**src/logic/dtc_consts.vh**
```
// register map, field positions and encodings of the dual timer/counter
`ifndef DTC_CONSTS_VH
`define DTC_CONSTS_VH

`define DTC_AW              11
`define DTC_ADDR_CONTROL    11'h410
`define DTC_ADDR_EXT_STATUS 11'h411
`define DTC_ADDR_SYS_CONFIG 11'h440
`define DTC_ADDR_U0_LOW     11'h450
`define DTC_ADDR_U0_HIGH    11'h451
`define DTC_ADDR_U1_LOW     11'h452
`define DTC_ADDR_U1_HIGH    11'h453
`define DTC_ADDR_U0_RLD_LO  11'h454
`define DTC_ADDR_U0_RLD_HI  11'h455
`define DTC_ADDR_U1_RLD_LO  11'h456
`define DTC_ADDR_U1_RLD_HI  11'h457
`define DTC_ADDR_MODE_SEL   11'h45c

`define DTC_RST8            8'h00
`define DTC_RST16           16'h0000
`define DTC_RST6            6'h00
`define DTC_RST4            4'h0
`define DTC_RST2            2'h0

// timer_control fields
`define DTC_CTL_U1_FLAG     7
`define DTC_CTL_U1_RUN      6
`define DTC_CTL_U0_FLAG     5
`define DTC_CTL_U0_RUN      4
`define DTC_CTL_EXT_HI      3
`define DTC_CTL_EXT_LO      0

// timer_extended_status fields
`define DTC_EST_U1_OE       2
`define DTC_EST_U0_OE       0

// system_config_reg prescale field
`define DTC_SCR_PS_HI       3
`define DTC_SCR_PS_LO       2

// timer_mode_select fields
`define DTC_MOD_U1_GATE     7
`define DTC_MOD_U1_SRC      6
`define DTC_MOD_U1_MHI      5
`define DTC_MOD_U1_MLO      4
`define DTC_MOD_U0_GATE     3
`define DTC_MOD_U0_SRC      2
`define DTC_MOD_U0_MHI      1
`define DTC_MOD_U0_MLO      0

// operating modes
`define DTC_MODE_RELOAD16   2'h0
`define DTC_MODE_FREE16     2'h1
`define DTC_MODE_RELOAD8    2'h2
`define DTC_MODE_SPLIT      2'h3

// prescale selections
`define DTC_PS_DIV4         2'h0
`define DTC_PS_DIV16        2'h1
`define DTC_PS_DIV64        2'h2
`define DTC_PS_MASK4        6'h03
`define DTC_PS_MASK16       6'h0f
`define DTC_PS_MASK64       6'h3f

`define DTC_ONE6            6'h01
`define DTC_ONE8            8'h01
`define DTC_ONE16           16'h0001
`define DTC_ONES8           8'hff
`define DTC_ONES16          16'hffff

`endif

```
**src/logic/dtc_prescale.v**
```verilog
// free-running timebase divider with sampler strobe
`timescale 1ns/10ps
`include "dtc_consts.vh"
module dtc_prescale (
  input  wire       clk_sys_in,
  input  wire       rst_n_in,
  input  wire [1:0] sel_in,
  output reg        tick_out,
  output reg        sample_out
);
  reg  [5:0] cnt_q;
  reg  [5:0] mask;

  always @*
  begin
    case (sel_in)
      `DTC_PS_DIV4:  mask = `DTC_PS_MASK4;
      `DTC_PS_DIV16: mask = `DTC_PS_MASK16;
      default:       mask = `DTC_PS_MASK64;
    endcase
  end

  // enable pulse, not a derived clock, keeps one clock domain
  always @(posedge clk_sys_in)
  begin
    if (!rst_n_in)
    begin
      cnt_q      <= `DTC_RST6;
      tick_out   <= 1'b0;
      sample_out <= 1'b0;
    end
    else
    begin
      cnt_q      <= cnt_q + `DTC_ONE6;
      tick_out   <= ((cnt_q & mask) == mask);
      sample_out <= cnt_q[0];
    end
  end
endmodule // dtc_prescale

```
**src/logic/dtc_evsync.v**
```verilog
// pin synchroniser sampled every other clock, with falling-edge pulse
`timescale 1ns/10ps
module dtc_evsync (
  input  wire clk_sys_in,
  input  wire rst_n_in,
  input  wire sample_in,
  input  wire pin_in,
  output reg  level_out,
  output reg  fall_out
);
  reg s1_q;
  reg s2_q;
  reg s3_q;

  // idle high so no edge is seen out of reset
  always @(posedge clk_sys_in)
  begin
    if (!rst_n_in)
    begin
      s1_q      <= 1'b1;
      s2_q      <= 1'b1;
      s3_q      <= 1'b1;
      level_out <= 1'b1;
      fall_out  <= 1'b0;
    end
    else
    begin
      fall_out <= 1'b0;
      if (sample_in)
      begin
        s1_q <= pin_in;
        s2_q <= s1_q;
        s3_q <= s2_q;
        if (s2_q == s3_q)
        begin
          level_out <= s3_q;
          fall_out  <= level_out & ~s3_q;
        end
      end
    end
  end
endmodule // dtc_evsync

```
**src/logic/dtc_timer.v**
```verilog
// dual 16-bit timer/counter with shared prescaled timebase
// Functional notes
// - timebase tick derived from oscillator by prescale field in config reg
// - prescale divides the oscillator by four, sixteen or sixty-four
// - one prescale setting feeds every unit in timer mode
// - counter mode increments on each falling edge of the event pin
// - event pins sampled every two clocks; count rate at most clock/8
// - units count upward in every mode except unit 1 in mode 3, which holds
// - count-source bit picks timebase ticks or pin edges
// - each unit has four modes from its own two-bit field
// - mode 0 is a 16-bit counter with automatic reload
// - count registers read live without stopping the count
// - mode register: unit 1 fields upper nibble, unit 0 lower, reset zero
// - control register flags, runs and external bits, resetting to zero
// - extended status holds output enables at bits 2 and 0
// - 8-bit bus; wide write keeps low byte, wide read upper undefined
// - mode 0 high overflow sets flag and reloads both bytes
// - mode 2 low overflow sets flag, reloads low byte, high kept
// - mode 3 unit 1 holds; unit 0 high byte uses unit 1 run/flag
`timescale 1ns/10ps
`include "dtc_consts.vh"
module dtc_timer (
  input  wire                clk_sys_in,
  input  wire                rst_n_in,
  input  wire [`DTC_AW-1:0]  reg_addr_in,
  input  wire                reg_wr_en_in,
  input  wire                reg_rd_en_in,
  input  wire [15:0]         reg_wdata_in,
  output reg  [15:0]         reg_rdata_out,
  input  wire                unit0_event_in,
  input  wire                unit1_event_in,
  input  wire                unit0_gate_pin_in,
  input  wire                unit1_gate_pin_in,
  output reg                 unit0_wave_out,
  output reg                 unit1_wave_out,
  output reg                 unit0_overflow_out,
  output reg                 unit1_overflow_out
);
  reg        unit0_overflow_flag_q;
  reg        unit1_overflow_flag_q;
  reg        unit0_run_q;
  reg        unit1_run_q;
  reg  [3:0] ext_int_ctl_q;
  reg        unit0_output_enable_q;
  reg        unit1_output_enable_q;
  reg        prescale_sel_hi_q;
  reg        prescale_sel_lo_q;
  reg  [7:0] timer_mode_select_q;
  reg  [7:0] unit0_count_low_q;
  reg  [7:0] unit0_count_high_q;
  reg  [7:0] unit1_count_low_q;
  reg  [7:0] unit1_count_high_q;
  reg  [7:0] u0_reload_low_byte_q;
  reg  [7:0] u0_reload_high_byte_q;
  reg  [7:0] u1_reload_low_byte_q;
  reg  [7:0] u1_reload_high_byte_q;

  wire       shared_timebase_tick;
  wire       sample_strobe;
  wire       ev0_fall;
  wire       ev1_fall;
  wire       gate0_level;
  wire       gate1_level;

  dtc_prescale u_prescale (
    .clk_sys_in (clk_sys_in),
    .rst_n_in   (rst_n_in),
    .sel_in     ({prescale_sel_hi_q, prescale_sel_lo_q}),
    .tick_out   (shared_timebase_tick),
    .sample_out (sample_strobe)
  );

  dtc_evsync u_ev0 (
    .clk_sys_in (clk_sys_in),
    .rst_n_in   (rst_n_in),
    .sample_in  (sample_strobe),
    .pin_in     (unit0_event_in),
    .level_out  (),
    .fall_out   (ev0_fall)
  );

  dtc_evsync u_ev1 (
    .clk_sys_in (clk_sys_in),
    .rst_n_in   (rst_n_in),
    .sample_in  (sample_strobe),
    .pin_in     (unit1_event_in),
    .level_out  (),
    .fall_out   (ev1_fall)
  );

  dtc_evsync u_gate0 (
    .clk_sys_in (clk_sys_in),
    .rst_n_in   (rst_n_in),
    .sample_in  (sample_strobe),
    .pin_in     (unit0_gate_pin_in),
    .level_out  (gate0_level),
    .fall_out   ()
  );

  dtc_evsync u_gate1 (
    .clk_sys_in (clk_sys_in),
    .rst_n_in   (rst_n_in),
    .sample_in  (sample_strobe),
    .pin_in     (unit1_gate_pin_in),
    .level_out  (gate1_level),
    .fall_out   ()
  );

  wire [1:0] u0_mode = timer_mode_select_q[`DTC_MOD_U0_MHI:`DTC_MOD_U0_MLO];
  wire [1:0] u1_mode = timer_mode_select_q[`DTC_MOD_U1_MHI:`DTC_MOD_U1_MLO];
  wire       u0_split = (u0_mode == `DTC_MODE_SPLIT);

  // gate open when gate bit clear or gate pin high
  wire u0_gate_ok = ~timer_mode_select_q[`DTC_MOD_U0_GATE] | gate0_level;
  wire u1_gate_ok = ~timer_mode_select_q[`DTC_MOD_U1_GATE] | gate1_level;
  wire u0_src = timer_mode_select_q[`DTC_MOD_U0_SRC] ?
                ev0_fall : shared_timebase_tick;
  wire u1_src = timer_mode_select_q[`DTC_MOD_U1_SRC] ?
                ev1_fall : shared_timebase_tick;
  wire u0_en  = unit0_run_q & u0_gate_ok & u0_src;
  wire u1_en  = unit1_run_q & u1_gate_ok & u1_src &
                (u1_mode != `DTC_MODE_SPLIT);
  // split high byte always times, borrowing unit 1 run
  wire u0h_en = u0_split & unit1_run_q & shared_timebase_tick;

  wire [15:0] u0_cnt = {unit0_count_high_q, unit0_count_low_q};
  wire [15:0] u1_cnt = {unit1_count_high_q, unit1_count_low_q};
  wire [15:0] u0_inc = u0_cnt + `DTC_ONE16;
  wire [15:0] u1_inc = u1_cnt + `DTC_ONE16;
  wire [7:0]  u0l_inc = unit0_count_low_q + `DTC_ONE8;
  wire [7:0]  u1l_inc = unit1_count_low_q + `DTC_ONE8;
  wire [7:0]  u0h_inc = unit0_count_high_q + `DTC_ONE8;

  reg  [15:0] u0_next;
  reg  [15:0] u1_next;
  reg         u0_ovf;
  reg         u1_ovf;
  reg         u0h_ovf;

  always @*
  begin
    u0_next = u0_cnt;
    u0_ovf  = 1'b0;
    u0h_ovf = 1'b0;
    if (u0_en)
    begin
      case (u0_mode)
        `DTC_MODE_RELOAD16:
        begin
          if (u0_cnt == `DTC_ONES16)
          begin
            u0_next = {u0_reload_high_byte_q, u0_reload_low_byte_q};
            u0_ovf  = 1'b1;
          end
          else
            u0_next = u0_inc;
        end
        `DTC_MODE_FREE16:
        begin
          u0_next = u0_inc;
          u0_ovf  = (u0_cnt == `DTC_ONES16);
        end
        `DTC_MODE_RELOAD8:
        begin
          if (unit0_count_low_q == `DTC_ONES8)
          begin
            u0_next[7:0] = u0_reload_low_byte_q;
            u0_ovf       = 1'b1;
          end
          else
            u0_next[7:0] = u0l_inc;
        end
        default:
        begin
          u0_next[7:0] = u0l_inc;
          u0_ovf       = (unit0_count_low_q == `DTC_ONES8);
        end
      endcase
    end
    if (u0h_en)
    begin
      u0_next[15:8] = u0h_inc;
      u0h_ovf       = (unit0_count_high_q == `DTC_ONES8);
    end
  end

  always @*
  begin
    u1_next = u1_cnt;
    u1_ovf  = 1'b0;
    if (u1_en)
    begin
      case (u1_mode)
        `DTC_MODE_RELOAD16:
        begin
          if (u1_cnt == `DTC_ONES16)
          begin
            u1_next = {u1_reload_high_byte_q, u1_reload_low_byte_q};
            u1_ovf  = 1'b1;
          end
          else
            u1_next = u1_inc;
        end
        `DTC_MODE_FREE16:
        begin
          u1_next = u1_inc;
          u1_ovf  = (u1_cnt == `DTC_ONES16);
        end
        `DTC_MODE_RELOAD8:
        begin
          if (unit1_count_low_q == `DTC_ONES8)
          begin
            u1_next[7:0] = u1_reload_low_byte_q;
            u1_ovf       = 1'b1;
          end
          else
            u1_next[7:0] = u1l_inc;
        end
        default:
          u1_next = u1_cnt;
      endcase
    end
  end

  // while unit 0 is split, unit 1 runs but loses its flag
  wire ev_flag0 = u0_ovf;
  wire ev_flag1 = u0_split ? u0h_ovf : u1_ovf;
  // output enable diverts the overflow from flag to waveform
  wire set_flag0 = ev_flag0 & ~unit0_output_enable_q;
  wire set_flag1 = ev_flag1 & ~unit1_output_enable_q;

  wire       wr = reg_wr_en_in;
  // only the low byte of a wide write lands
  wire [7:0] wd = reg_wdata_in[7:0];
  wire wr_ctl  = wr & (reg_addr_in == `DTC_ADDR_CONTROL);
  wire wr_est  = wr & (reg_addr_in == `DTC_ADDR_EXT_STATUS);
  wire wr_scr  = wr & (reg_addr_in == `DTC_ADDR_SYS_CONFIG);
  wire wr_mod  = wr & (reg_addr_in == `DTC_ADDR_MODE_SEL);
  wire wr_u0l  = wr & (reg_addr_in == `DTC_ADDR_U0_LOW);
  wire wr_u0h  = wr & (reg_addr_in == `DTC_ADDR_U0_HIGH);
  wire wr_u1l  = wr & (reg_addr_in == `DTC_ADDR_U1_LOW);
  wire wr_u1h  = wr & (reg_addr_in == `DTC_ADDR_U1_HIGH);

  always @(posedge clk_sys_in)
  begin
    if (!rst_n_in)
    begin
      unit0_overflow_flag_q <= 1'b0;
      unit1_overflow_flag_q <= 1'b0;
      unit0_run_q           <= 1'b0;
      unit1_run_q           <= 1'b0;
      ext_int_ctl_q         <= `DTC_RST4;
      unit0_output_enable_q <= 1'b0;
      unit1_output_enable_q <= 1'b0;
      prescale_sel_hi_q     <= 1'b0;
      prescale_sel_lo_q     <= 1'b0;
      timer_mode_select_q   <= `DTC_RST8;
      unit0_count_low_q     <= `DTC_RST8;
      unit0_count_high_q    <= `DTC_RST8;
      unit1_count_low_q     <= `DTC_RST8;
      unit1_count_high_q    <= `DTC_RST8;
      u0_reload_low_byte_q  <= `DTC_RST8;
      u0_reload_high_byte_q <= `DTC_RST8;
      u1_reload_low_byte_q  <= `DTC_RST8;
      u1_reload_high_byte_q <= `DTC_RST8;
      unit0_wave_out        <= 1'b0;
      unit1_wave_out        <= 1'b0;
      unit0_overflow_out    <= 1'b0;
      unit1_overflow_out    <= 1'b0;
    end
    else
    begin
      // a set arriving with a software clear wins
      unit0_overflow_flag_q <= set_flag0 |
        (wr_ctl ? wd[`DTC_CTL_U0_FLAG] : unit0_overflow_flag_q);
      unit1_overflow_flag_q <= set_flag1 |
        (wr_ctl ? wd[`DTC_CTL_U1_FLAG] : unit1_overflow_flag_q);
      if (wr_ctl)
      begin
        unit0_run_q   <= wd[`DTC_CTL_U0_RUN];
        unit1_run_q   <= wd[`DTC_CTL_U1_RUN];
        ext_int_ctl_q <= wd[`DTC_CTL_EXT_HI:`DTC_CTL_EXT_LO];
      end
      if (wr_est)
      begin
        unit0_output_enable_q <= wd[`DTC_EST_U0_OE];
        unit1_output_enable_q <= wd[`DTC_EST_U1_OE];
      end
      if (wr_scr)
      begin
        prescale_sel_hi_q <= wd[`DTC_SCR_PS_HI];
        prescale_sel_lo_q <= wd[`DTC_SCR_PS_LO];
      end
      if (wr_mod)
        timer_mode_select_q <= wd;
      // software load of a count byte takes priority over counting
      unit0_count_low_q  <= wr_u0l ? wd : u0_next[7:0];
      unit0_count_high_q <= wr_u0h ? wd : u0_next[15:8];
      unit1_count_low_q  <= wr_u1l ? wd : u1_next[7:0];
      unit1_count_high_q <= wr_u1h ? wd : u1_next[15:8];
      if (wr & (reg_addr_in == `DTC_ADDR_U0_RLD_LO))
        u0_reload_low_byte_q <= wd;
      if (wr & (reg_addr_in == `DTC_ADDR_U0_RLD_HI))
        u0_reload_high_byte_q <= wd;
      if (wr & (reg_addr_in == `DTC_ADDR_U1_RLD_LO))
        u1_reload_low_byte_q <= wd;
      if (wr & (reg_addr_in == `DTC_ADDR_U1_RLD_HI))
        u1_reload_high_byte_q <= wd;
      if (ev_flag0 & unit0_output_enable_q)
        unit0_wave_out <= ~unit0_wave_out;
      if (ev_flag1 & unit1_output_enable_q)
        unit1_wave_out <= ~unit1_wave_out;
      unit0_overflow_out <= ev_flag0;
      unit1_overflow_out <= ev_flag1;
    end
  end

  reg [7:0] rd_mux;

  always @*
  begin
    rd_mux = `DTC_RST8;
    case (reg_addr_in)
      `DTC_ADDR_CONTROL:
      begin
        rd_mux[`DTC_CTL_U1_FLAG] = unit1_overflow_flag_q;
        rd_mux[`DTC_CTL_U1_RUN]  = unit1_run_q;
        rd_mux[`DTC_CTL_U0_FLAG] = unit0_overflow_flag_q;
        rd_mux[`DTC_CTL_U0_RUN]  = unit0_run_q;
        rd_mux[`DTC_CTL_EXT_HI:`DTC_CTL_EXT_LO] = ext_int_ctl_q;
      end
      `DTC_ADDR_EXT_STATUS:
      begin
        rd_mux[`DTC_EST_U1_OE] = unit1_output_enable_q;
        rd_mux[`DTC_EST_U0_OE] = unit0_output_enable_q;
      end
      `DTC_ADDR_SYS_CONFIG:
      begin
        rd_mux[`DTC_SCR_PS_HI] = prescale_sel_hi_q;
        rd_mux[`DTC_SCR_PS_LO] = prescale_sel_lo_q;
      end
      `DTC_ADDR_MODE_SEL:   rd_mux = timer_mode_select_q;
      `DTC_ADDR_U0_LOW:     rd_mux = unit0_count_low_q;
      `DTC_ADDR_U0_HIGH:    rd_mux = unit0_count_high_q;
      `DTC_ADDR_U1_LOW:     rd_mux = unit1_count_low_q;
      `DTC_ADDR_U1_HIGH:    rd_mux = unit1_count_high_q;
      `DTC_ADDR_U0_RLD_LO:  rd_mux = u0_reload_low_byte_q;
      `DTC_ADDR_U0_RLD_HI:  rd_mux = u0_reload_high_byte_q;
      `DTC_ADDR_U1_RLD_LO:  rd_mux = u1_reload_low_byte_q;
      `DTC_ADDR_U1_RLD_HI:  rd_mux = u1_reload_high_byte_q;
      default:              rd_mux = `DTC_RST8;
    endcase
  end

  // upper byte is undefined; it is driven as zero
  always @(posedge clk_sys_in)
  begin
    if (!rst_n_in)
      reg_rdata_out <= `DTC_RST16;
    else if (reg_rd_en_in)
      reg_rdata_out <= {`DTC_RST8, rd_mux};
  end
endmodule // dtc_timer

```
**config.mk**
```make
export PLATFORM = sky130hd
export DESIGN_NAME = dtc_timer
export DESIGN_NICKNAME = d
export VERILOG_FILES = /design/src/logic/dtc_prescale.v /design/src/logic/dtc_evsync.v /design/src/logic/dtc_timer.v
export VERILOG_INCLUDE_DIRS = /design/src /design/src/logic
export SDC_FILE = /design/constraint.sdc
export NUM_CORES = 1
export LEC_CHECK = 0
export ABC_AREA = 1
export BUFFER_PORTS_ARGS = -buffer_cell sky130_fd_sc_hd__buf_2
export CAP_MARGIN = 20
export CORE_UTILIZATION = 28
export DETAILED_ROUTE_END_ITERATION = 8
export SETUP_SLACK_MARGIN = 0.2
export SLEW_MARGIN = 0
export SYNTH_ARGS = -nofsm -noshare
export SYNTH_HDL_FRONTEND = slang
export SYNTH_SLANG_ARGS = --single-unit
export TNS_END_PERCENT = 100
```
**constraint.sdc**
```tcl
create_clock -name clk_sys_in -period 2 [get_ports clk_sys_in]
set_input_delay 0.3 -clock clk_sys_in [delete_from_list [all_inputs] [get_ports clk_sys_in]]
set_output_delay 0.3 -clock clk_sys_in [all_outputs]
set_load 0.005 [all_outputs]
```
; Word level (Yosys, flattened, before mapping)
; Cells that the tools add are included.
[op_classes]
n_addsub = 6
eq_ne = 29
n_mux = 35
bitwise = 38
reduce_logical = 19
[op_table]
columns = op, n
row1 = "== test 11 bit, second input constant", 12
row2 = 2-to-1 mux 16 bit, 4
row3 = 2-to-1 mux 8 bit, 7
row4 = case mux 8 bit (3 select lines), 2
row5 = case mux 4 bit (10 select lines), 1
row6 = "adder 16 x 1 -> 16 bit, second input constant", 2
row7 = "== test 16 bit, second input constant", 2
row8 = case mux 8 bit (2 select lines), 2
row9 = bitwise AND 1 bit, 25
row10 = "adder 8 x 1 -> 8 bit, second input constant", 3
row11 = "== test 8 bit, second input constant", 3
row12 = case mux 1 bit (11 select lines), 2
row13 = AND reduction 2 bit, 7
row14 = 2-to-1 mux 1 bit, 12
row15 = case mux 1 bit (12 select lines), 1
row16 = case mux 6 bit (2 select lines), 1
row17 = case mux 1 bit (10 select lines), 1
row18 = NOT 1 bit, 8
row19 = nonzero test 4 bit, 2
row20 = "adder 6 x 1 -> 6 bit, second input constant", 1
row21 = bitwise AND 6 bit, 1
row22 = "== test 2 x 1 -> 1 bit, second input constant", 3
row23 = "== test 2 bit, second input constant", 3
row24 = == test 6 bit, 1
row25 = 8 further kinds, 21
[totals]
reg_bits = 122
input_bits = 35
output_inout_bits = 20
elab_cells = 171

; Logic depth before layout (Yosys ltp)
; Gate-level depths: netlist (run 1).
[logic_depth]
ltp_word = 9
ltp_mapped = 13
mapped_depth_nobuf = 13

; By module
; A second synthesis (run 1) with hierarchy kept.
[unflattened]
cells_unflattened = 1151
area_unflattened_um2 = 7465.9
[by_module_without_submodules]
columns = module, instances, cells_per_inst, area_per_inst_um2, seq_area_each_um2
row1 = dtc_timer, 1, 1005, 6347.3, 1921.8
row2 = dtc_evsync, 4, 26, 200.2, 100.1
row3 = dtc_prescale, 1, 42, 317.8, 160.2

; Worst setup path before layout (run 1)
; No wires, ideal clock.
[synth_timing]
kind = register to register
startpoint = register timer_mode_select_q[5]
endpoint = register unit1_count_low_q[4]
setup_ps = 70
t_arrival_ps = 1609
required_time_ps = 1930
path_slack_ps = 320
path_stages_with_launch = 11
path_buffers = 0
synth_period_minus_slack_ps = 1680
cell_sequence = dfxtp_1 inv_1 ha_1 or2_2 o211ai_1 nand2_1 inv_2 nand2_1 nand2_1 inv_1 a21oi_1
[synth_via]
elab_chain_cells = 4
elab_cells_between_ends = 11
classes_between = eq/ne (3) / mux (3) / bitwise (1) / reduce/logical (4)
[synth_rtl]
columns = item, line_no
row1 = from (decl), dtc_timer.v:48  ; reg [7:0] timer_mode_select_q;
row2 = from (signal assigned), dtc_timer.v:257  ; timer_mode_select_q <= `DTC_RST8;
row3 = from (signal assigned), dtc_timer.v:295  ; timer_mode_select_q <= wd;
row4 = == test 2 bit (tied with other cells), dtc_timer.v:193  ; case (u1_mode)
row5 = case mux 8 bit (3 select lines) / bitwise AND 1 bit (equally long branches), "dtc_timer.v:193, dtc_timer.v:121"
row6 = 2-to-1 mux 16 bit / nonzero test 2 bit (equally long branches), --
row7 = 2-to-1 mux 8 bit / AND reduction 2 bit (equally long branches), --
row8 = to (signal assigned), dtc_timer.v:260  ; unit1_count_low_q <= `DTC_RST8;
row9 = to (signal assigned), dtc_timer.v:299  ; unit1_count_low_q <= wr_u1l ? wd : u1_next[7:0];
row10 = to (decl), dtc_timer.v:51  ; reg [7:0] unit1_count_low_q;
; Several ways; a longest one is shown, not always the timed one. The select of a mux whose other input is x is not followed.
; A chain may end at the register's enable or synchronous reset.

; Final worst setup path (run 1)
[layout_timing]
startpoint = register unit0_count_low_q[1]
endpoint = register unit0_count_low_q[1]
[layout_via]
elab_chain_cells = 5
elab_cells_between_ends = 9
classes_between = add/sub (2) / eq/ne (2) / mux (5)
[layout_rtl]
columns = item, line_no
row1 = from (decl), dtc_timer.v:49  ; reg [7:0] unit0_count_low_q;
row2 = from (signal assigned), dtc_timer.v:258  ; unit0_count_low_q <= `DTC_RST8;
row3 = from (signal assigned), dtc_timer.v:297  ; unit0_count_low_q <= wr_u0l ? wd : u0_next[7:0];
row4 = adder 16 x 1 -> 16 bit (no line) (tied with other cells), --
row5 = 2-to-1 mux 16 bit / 2-to-1 mux 8 bit (equally long branches), "dtc_timer.v:150, dtc_timer.v:165"
row6 = case mux 8 bit (3 select lines) *, dtc_timer.v:147  ; case (u0_mode)
row7 = 2-to-1 mux 16 bit *, dtc_timer.v:145  ; if (u0_en)
row8 = 2-to-1 mux 8 bit *, dtc_timer.v:297
; Every way passes the cells marked *; elsewhere a longest branch is shown, timed or not. The select of a mux whose other input is x is not followed.

==> impl_metrics.toml, run 1 <==
[power]
p_leak_nw = 3.72
peakVddDrop_v = 0.000584
powerDensity_nw_per_um2 = 653

[cts]
cts_sinks = 122
cts-buffers-inserted = 17
cts_buffer_depth = 2
clkSlewWorstSetupHoldPaths_ps = 60
htreeDepth = 4
tritoncts = "done"
clockRootBuffer = "clkbuf_16"
clk_latency_ps = 430

[yosys]
synth.avg_cell_area_um2 = 6.40
synth_area_um2 = 7240
ys_ff_latch = 122
yosysWarnings = 0
synth_cell_types = 39
synthCells = 1131
yosysSeqAreaShare_pct = 33.7

[timing]
finalCritPeriodShare_pct = 86.4
min_period_ps = 1730
setup_tns_ps = 0
report.final.slew_viol_count = 0
hold_viol_final = 0
grt_setup_unrepaired = "yes"
skew_ps = 9.33
finalSetupViolCount = 0
max_freq_mhz = 579

[placed_design]
place_area_um2 = 8110
gp_congestion = 0.941
dpl.hpwl_um = 19000
io_buffers = 38

[layout]
stdcell_area_um2 = 8950
layout_common_cells = "232 x nand2_1, 143 x inv_1, 123 x nand3_1, 109 x dfxtp_1, 101 x nor2_1"
drive_above_1_share_pct = 18.0
area_growth_pct = 23.7
nets = 1261
fillers = 2740
final_common_cell = "nand2_1"
diodes = 0

[global_route]
antenna_found_initial = 0
overflow = 0
grt_max_degree = 49
grt.total_usage_pct = 19.4
grt_pass1_vias = 7096
grt_first_pass_wirelength_um = 38900

[worst_setup_path]
start_kind = "register"
cp.arrival_ps = 2040
required_ps = 2310
r2r_cells = 11
worstPathMaxFanout = 12
path_class = "register to register"
end_kind = "register"

[route]
routed_wl_um = 25300
wire_per_inst_um = 16.2
drtPass1Iterations = 7
drcViolationCount = 0
routed_via_density = 4.96
vias = 7743
drt-initial-drc-count = 611
ant_nets = 0

[floorplanning]
ios = 55
core_um2 = 25300
die_w_um = 163
fp.dieH_um = 163
dieArea_um2 = 26500
rows = 58
start_util_pct = 28.7

[run]
max-cap-violations = 0

[status]
status = "completed"

[worst_hold_path]
hold-path-cell-count = 3
hold_path_class = "input pin to register"
## worst paths after layout
kind | slack [ps] | endpoint | startpoint
setup / recovery | 270 | unit0_count_low_q[1] | unit0_count_low_q[1]
hold / removal | 70 | u_gate0.s1_q | unit0_gate_pin_in
setup reg to reg | 270 | unit0_count_low_q[1] | unit0_count_low_q[1]
hold reg to reg | 440 | u_prescale.tick_out | prescale_sel_hi_q
## sequential cells by signal, indices dropped and copies added (netlist names), 4 cells and up
signal                 cells
timer_mode_select_q        8
ext_int_ctl_q              4
unit1_count_low_q          8
unit0_count_high_q         8
u1_reload_low_byte_q       8
reg_rdata_out              8
u0_reload_low_byte_q       8
u_prescale.cnt_q           6
unit1_count_high_q         8
u0_reload_high_byte_q      8
unit0_count_low_q          8
u1_reload_high_byte_q      8
## worst max-delay path, cell delays in order, from the launching register on
cell	delay, ps
dfxtp_2	360
ha_4	160
nand2_2	90
nor3_4	250
buf_12	150
inv_4	40
nor2_4	120
nand2_4	120
nand2_1	70
o21ai_0	70
a21oi_1	130
nor2_1	50
## cell families after synthesis
| logic type | Yosys count | share of synthesized area (%) |
|---|---|---|
| AO/OA/AOI/OAI | 234 | 17.4 |
| XOR/XNOR | 19 | 2.30 |
| adder cells (fa/ha/maj) | 8 | 1.38 |
| buffers and inverters | 203 | 11.6 |
| flip-flops | 122 | 33.7 |
| other | 1 | 0.0518 |
| AND/OR/NAND/NOR | 544 | 33.6 |
## per-stage QoR
stage / utilization, % / cells / hold slack, ps / worst slack, ps / total power, mW
finish: 35.5 / 1561 / 74.4 / 271 / 5.85
global placement: 32.1 / 1519 / 435 / 40.4 / 2.82
floorplan: - / 1138 / 407 / 320 / 2.68
global route: 35.5 / 1561 / 69.5 / 168 / 6.05
detailed placement: 32.1 / 1519 / 436 / 1.06 / 2.82
CTS: 34.6 / 1553 / 59.7 / 203 / 5.90
## synth_stat cells (all sizes together)
library cell  instances  area share, %
o21ai               111            7.7
nor2                119            6.9
clkbuf               20            1.0
xor2                 12            1.5
nand4                30            2.6
nand3               127            8.9
inv                 158            8.2
dfxtp               122             34
o2111ai               1           0.12
nor4b                 1           0.12
a31oi                 1          0.087
o211ai                7           0.73
conb                  1          0.052
nand2               244             13
buf                  25            2.3
o221ai                4           0.48
a21oi                95            6.6
nand3b                1           0.10
o22ai                 4           0.35
or2                   4           0.35
o211a                 1           0.14
xnor2                 7           0.85
nor3                 17            1.8
a211oi               10            1.2
nor4                  1          0.087
ha                    8            1.4
## what timing repair did
item / 4_1_cts / 5_1_grt
gates resized for setup: 9 / 53
setup buffers: 2 / 8
endpoints found under the setup margin: 31 / 34
hold buffers: 0 / 0
pin swaps: 3 / 13
## report_power, final
| group | internal, mW | switching [mW] | total [mW] |
|---|---|---|---|
| registers | 2.45 | 0.0170 | 2.47 |
| logic | 0.0835 | 0.215 | 0.299 |
| clock network | 1.80 | 1.28 | 3.08 |
## cell type report
type | instances | area, um2 | share of cell area [%]
clock buffers | 19 | 453 | 5.06
well taps | 330 | 413 | 4.61
flip-flops and latches | 122 | 2460 | 27.5
repair buffers | 106 | 767 | 8.57
multi-input cells | 813 | 4130 | 46.1
inverters | 158 | 601 | 6.71
clock inverters | 13 | 133 | 1.48
## metal layers
metal | up-vias | routed length (um) | global-route usage, %
met3 | 53 | 1500 | 3.57
met4 | 0 | 967 | 9.98
met5 | - | 0 | 0
met1 | 3542 | 11400 | 25.5
met2 | 252 | 11500 | 30.3
li1 | 3896 | - | -
(Power assumes the default switching activity.)
==> run 2: changes to the inputs <==
--- a/config.mk
+++ b/config.mk
@@ -7,10 +7,13 @@
 export NUM_CORES = 1
 export LEC_CHECK = 0
 export ABC_AREA = 1
+export ABC_CLOCK_PERIOD_IN_PS = 2000
 export BUFFER_PORTS_ARGS = -buffer_cell sky130_fd_sc_hd__buf_2
 export CAP_MARGIN = 20
 export CORE_UTILIZATION = 28
+export CTS_CLUSTER_SIZE = 8
 export DETAILED_ROUTE_END_ITERATION = 8
+export GPL_TIMING_DRIVEN = 0
 export SETUP_SLACK_MARGIN = 0.2
 export SLEW_MARGIN = 0
 export SYNTH_ARGS = -nofsm -noshare
==> run 2 against run 1 <==
  * Critical path type is now input pin to register
  * Sequential cell count unchanged
  * Global-route usage increased by 1.1 points
  * Combinational power increased by 2%
  * Cell count decreased by 0.45%
  * Via count increased by 1.7%
  * Clock-buffer cell count unchanged
  * Routed wire length increased by 5.2%
  * Critical path depth decreased by 1
  * First-iteration DRC count increased by 51%
  * Worst hold slack got worse by 1.5 ps
  * Clock power increased by 9.7%
==> impl_metrics.toml, run 2 (same netlist as run 1, synthesis figures left out) <==
[timing]
finalSetupViolCount = 0
report.final.slew_viol_count = 0
tightest_slew_ps = 728
grt_setup_unrepaired = "no"
min_period_ps = 1710
max_freq_mhz = 585
skew_ps = 7.87
finalCritPeriodShare_pct = 85.4
slew_headroom_pct = 51.5
hold_viol_final = 0

[worst_setup_path]
end_kind = "register"
required_ps = 2370
cp.arrival_ps = 2070
path_buf_inv = 2
crit_family = "simple AND/OR/NAND/NOR gates"
worstPathMaxFanout = 7
path_class = "input pin to register"
cp_cell_sequence = "buf_2 > inv_1 > nand2_1 > nor2_1 > nand3_1 > o21ai_0 > nor2_1 > nand3_1 > nand2_1 > a21oi_1"
slowest_stage = "nor2_1"
start_kind = "input pin"
cpPeakStageDelay_ps = 470

[layout]
multi_input_area_um2 = 4120
drive_above_1_share_pct = 16.8
diodes = 0
final_common_cell = "nand2_1"
area_growth_pct = 21.9
nets = 1254
regArea_um2 = 2490
post-route-util_pct = 34.9
layoutNonFillerInstCount = 1554
fillers = 2784
layout_common_cells = "234 x nand2_1, 139 x inv_1, 124 x nand3_1, 100 x dfxtp_1, 98 x nor2_1"

[worst_hold_path]
hold_path_class = "input pin to register"

[cts]
clk_latency_ps = 430
htreeDepth = 4
clkSlewWorstSetupHoldPaths_ps = 60
cts-buffers-inserted = 17
tritoncts = "done"
ctsHoldBuffers = 0
cts_buffer_depth = 2
cts_sinks = 122
clockRootBuffer = "clkbuf_16"

[placed_design]
io_buffers = 35
dp.cells = 1503
gp_congestion = 0.953
dpl.hpwl_um = 20100

[global_route]
grt.total_usage_pct = 20.5
grt_max_degree = 17
antenna_found_initial = 0
grt_first_pass_wirelength_um = 41000
grt_pass1_vias = 7086
overflow = 0

[floorplanning]
rows = 58
core_um2 = 25300
die_w_um = 163
start_util_pct = 28.7
fp.dieH_um = 163
dieArea_um2 = 26500
ios = 55

[route]
drtPass1Iterations = 5
routed_via_density = 5.07
ant_nets = 0
vias = 7877
wire_per_inst_um = 17.1
drcViolationCount = 0
routed_wl_um = 26700
drt-initial-drc-count = 921

[power]
p_leak_nw = 3.60
peakVddDrop_v = 0.000544
powerDensity_nw_per_um2 = 697

[status]
status = "completed"

[run]
max-cap-violations = 0
run 2: worst register-to-register path: stages, from the launching register on:
cell and delay, ps:
dfxtp_4 400, inv_2 50, ha_2 170, or2_4 250, o211ai_1 160, buf_4 170, buf_4 130, nor2_4 60
a21oi_2 140, nor2_1 40
run 2: report_power, final:
part | internal (mW) | switching (mW) | leakage [nW]
logic | 0.0775 | 0.229 | 2.30
clock network | 2.13 | 1.25 | 0.305
registers | 2.44 | 0.0170 | 1.00
run 2: final timing paths:
| path | start | depth (start not counted) | endpoint | slack, ps |
|---|---|---|---|---|
| worst max register to register | timer_mode_select_q[4] | 9 | unit1_count_low_q[2] | 300 |
| worst min-delay path | unit1_gate_pin_in | 3 | u_gate1.s1_q | 70 |
| worst max-delay path | reg_addr_in[9] | 10 | reg_rdata_out[4] | 290 |
| worst min register to register | ext_int_ctl_q[2] | 2 | ext_int_ctl_q[2] | 450 |
run 2: layout make-up:
| cell class | count | area share (%) |
|---|---|---|
| flip-flops and latches | 122 | 28.2 |
| well taps | 330 | 4.68 |
| multi-input cells | 813 | 46.7 |
| plain buffers | 45 | 2.78 |
| clock buffers | 19 | 5.02 |
| repair buffers | 54 | 3.64 |
| clock inverters | 13 | 2.14 |
| inverters | 158 | 6.78 |
run 2: per-stage QoR:
stage               total power [mW]  hold WS, ps  setup WS [ps]  instance area [um2]  TNS [ps]
floorplan                       2.68          407            320                 7260         0
global placement                2.83          437           -177                 7850     -2000
CTS                             6.16         68.9            206                 8580         0
detailed placement              2.83          442           -164                 7850     -1880
finish                          6.15         72.9            292                 8820         0
global route                    6.31         75.6            185                 8820         0
run 2: repair_timing:
item	CTS	global route
pin swaps	4	15
gates resized for setup	23	61
setup buffers	5	14
endpoints found under the setup margin	35	37
run 2: metal layers:
layer / track usage, % / vias to the layer above / wire length, um
met5: 0 / - / 0
met4: 9.43 / 0 / 1160
met3: 4.05 / 78 / 1980
met2: 31.9 / 342 / 11800
met1: 27.2 / 3586 / 11700
li1: - / 3871 / -
==> run 3: changes to the inputs <==
--- a/config.mk
+++ b/config.mk
@@ -10,10 +10,13 @@
 export ABC_CLOCK_PERIOD_IN_PS = 2000
 export BUFFER_PORTS_ARGS = -buffer_cell sky130_fd_sc_hd__buf_2
 export CAP_MARGIN = 20
+export CELL_PAD_IN_SITES_DETAIL_PLACEMENT = 1
+export CELL_PAD_IN_SITES_GLOBAL_PLACEMENT = 2
 export CORE_UTILIZATION = 28
 export CTS_CLUSTER_SIZE = 8
 export DETAILED_ROUTE_END_ITERATION = 8
 export GPL_TIMING_DRIVEN = 0
+export PLACE_DENSITY_LB_ADDON = 0.1
 export SETUP_SLACK_MARGIN = 0.2
 export SLEW_MARGIN = 0
 export SYNTH_ARGS = -nofsm -noshare
==> run 3 against run 2 <==
  * Sequential cell count unchanged
  * Combinational power up 6%
  * Sequential share of layout area down 0.44 points
  * Core utilization up 0.55 points
  * Register-to-register slack worse by 99 ps
  * Critical path depth down 1
  * Routed wire length up 21%
  * Global-route usage up 4.4 points
  * Non-clock buffer count up 3
  * Worst hold slack better by 1.5 ps
  * Cell area up 1.6%
  * Cell count up 0.19%
  * Largest cell class unchanged
  * Largest power group unchanged
  * Highest routed layer is now met5
==> impl_metrics.toml, run 3 (same netlist as run 1, synthesis figures left out) <==
[route]
drtPass1Iterations = 4
wire_per_inst_um = 20.6
drcViolationCount = 0
routed_via_density = 5.07
routed_wl_um = 32100
vias = 7894
drt-initial-drc-count = 555
ant_nets = 0

[cts]
cts_buffer_depth = 2
clockRootBuffer = "clkbuf_16"
clk_latency_ps = 430
clkSlewWorstSetupHoldPaths_ps = 70
htreeDepth = 4
cts_sinks = 122
cts-buffers-inserted = 17
tritoncts = "done"

[timing]
min_period_ps = 1800
finalSetupViolCount = 0
timing.final.ws_setup_ps = 201
hold_viol_final = 0
finalCritPeriodShare_pct = 90.0
grt_setup_unrepaired = "yes"
max_freq_mhz = 556
report.final.slew_viol_count = 0
slew_headroom_pct = 43.3
tightest_slew_ps = 851
setup_tns_ps = 0
skew_ps = 10.7

[floorplanning]
dieArea_um2 = 26500
ios = 55
fp.dieH_um = 163
rows = 58
start_util_pct = 28.7
die_w_um = 163
core_um2 = 25300

[power]
peakVddDrop_v = 0.000432
power_mw = 5.92
power_switching_mw = 1.74
seqPwrFrac_pct = 41.6
swShare_pct = 29.3
clockPowerShare_pct = 53.0
p_leak_nw = 3.66
power_frac_comb_pct = 5.5
p_int_mw = 4.18
powerDensity_nw_per_um2 = 660

[placed_design]
io_buffers = 35
dpl.hpwl_um = 24300
dp.cells = 1503
gp_congestion = 0.932
dp_worst_setup_slack_ps = -340

[worst_setup_path]
end_kind = "register"
start_kind = "register"
required_ps = 2330
worstPathMaxFanout = 7
path_class = "register to register"
cp.arrival_ps = 2130

[layout]
layoutNonFillerInstCount = 1557
regArea_um2 = 2490
multi_input_area_um2 = 4280
nets = 1257
area_growth_pct = 23.8
drive_above_1_share_pct = 19.6
diodes = 0
layout_common_cells = "226 x nand2_1, 137 x inv_1, 119 x nand3_1, 102 x dfxtp_1, 92 x nor2_1"
fillers = 3227
final_common_cell = "nand2_1"

[run]
max-cap-violations = 0

[global_route]
grt_first_pass_wirelength_um = 48300
grt_pass1_vias = 7712
grt.total_usage_pct = 24.9
overflow = 0
grt_max_degree = 17
antenna_found_initial = 1

[worst_hold_path]
hold_path_class = "input pin to register"

[status]
status = "completed"
-- run 3: worst max-delay path: stages (launching register included) --
cell and delay [ps]:
dfxtp_1 320, inv_1 80, o21ai_1 210, o211ai_1 300, inv_2 200, nand2_1 130
inv_2 170, o21ai_1 110, a21oi_1 120, nor2_1 60
-- run 3: final cells by class --
type,count,share of cell area [%]
clock inverters,15,1.70
plain buffers,45,2.75
inverters,158,6.78
multi-input cells,813,47.7
repair buffers,57,3.91
clock buffers,17,4.75
well taps,330,4.61
flip-flops and latches,122,27.8
-- run 3: what timing repair did --
item	in CTS	in global routing
setup endpoints to repair	37	46
buffers inserted	9	12
resized for setup	41	89
hold buffers	0	0
pin swaps	10	24
gates cloned	0	1
-- run 3: power by group through the flow --
stage / combinational [mW] / clock [mW] / sequential [mW]
after floorplan: 0.163 / 0 / 2.52
after detailed placement: 0.319 / 0 / 2.53
final: 0.324 / 3.13 / 2.46
after global routing: 0.357 / 3.30 / 2.46
after CTS: 0.321 / 3.18 / 2.46
after global placement: 0.317 / 0 / 2.53
-- run 3: routing by layer --
layer	up-vias	track usage, %	wire, um
met2	191	38.3	14300
met5	-	0	13
met4	2	6.41	452
met3	28	4.61	1480
met1	3788	35.4	15900
li1	3885	-	-
-- run 3: worst paths after layout --
| kind | startpoint | endpoint | slack (ps) | depth (start not counted) |
|---|---|---|---|---|
| worst max-delay path | u_prescale.tick_out | unit0_count_low_q[7] | 200 | 9 |
| worst min-delay path | unit1_gate_pin_in | u_gate1.s1_q | 70 | 3 |
| worst max register to register | u_prescale.tick_out | unit0_count_low_q[7] | 200 | 9 |
| worst min register to register | prescale_sel_hi_q | u_prescale.tick_out | 440 | 1 |
-- run 3: stage by stage --
stage | cell area (um2) | hold slack, ps | util, %
floorplan | 7260 | 407 | -
global placement | 7850 | 431 | 31.1
detailed placement | 7850 | 430 | 31.1
CTS | 8620 | 67.9 | 34.1
global route | 8960 | 89.8 | 35.5
finish | 8960 | 74.4 | 35.5
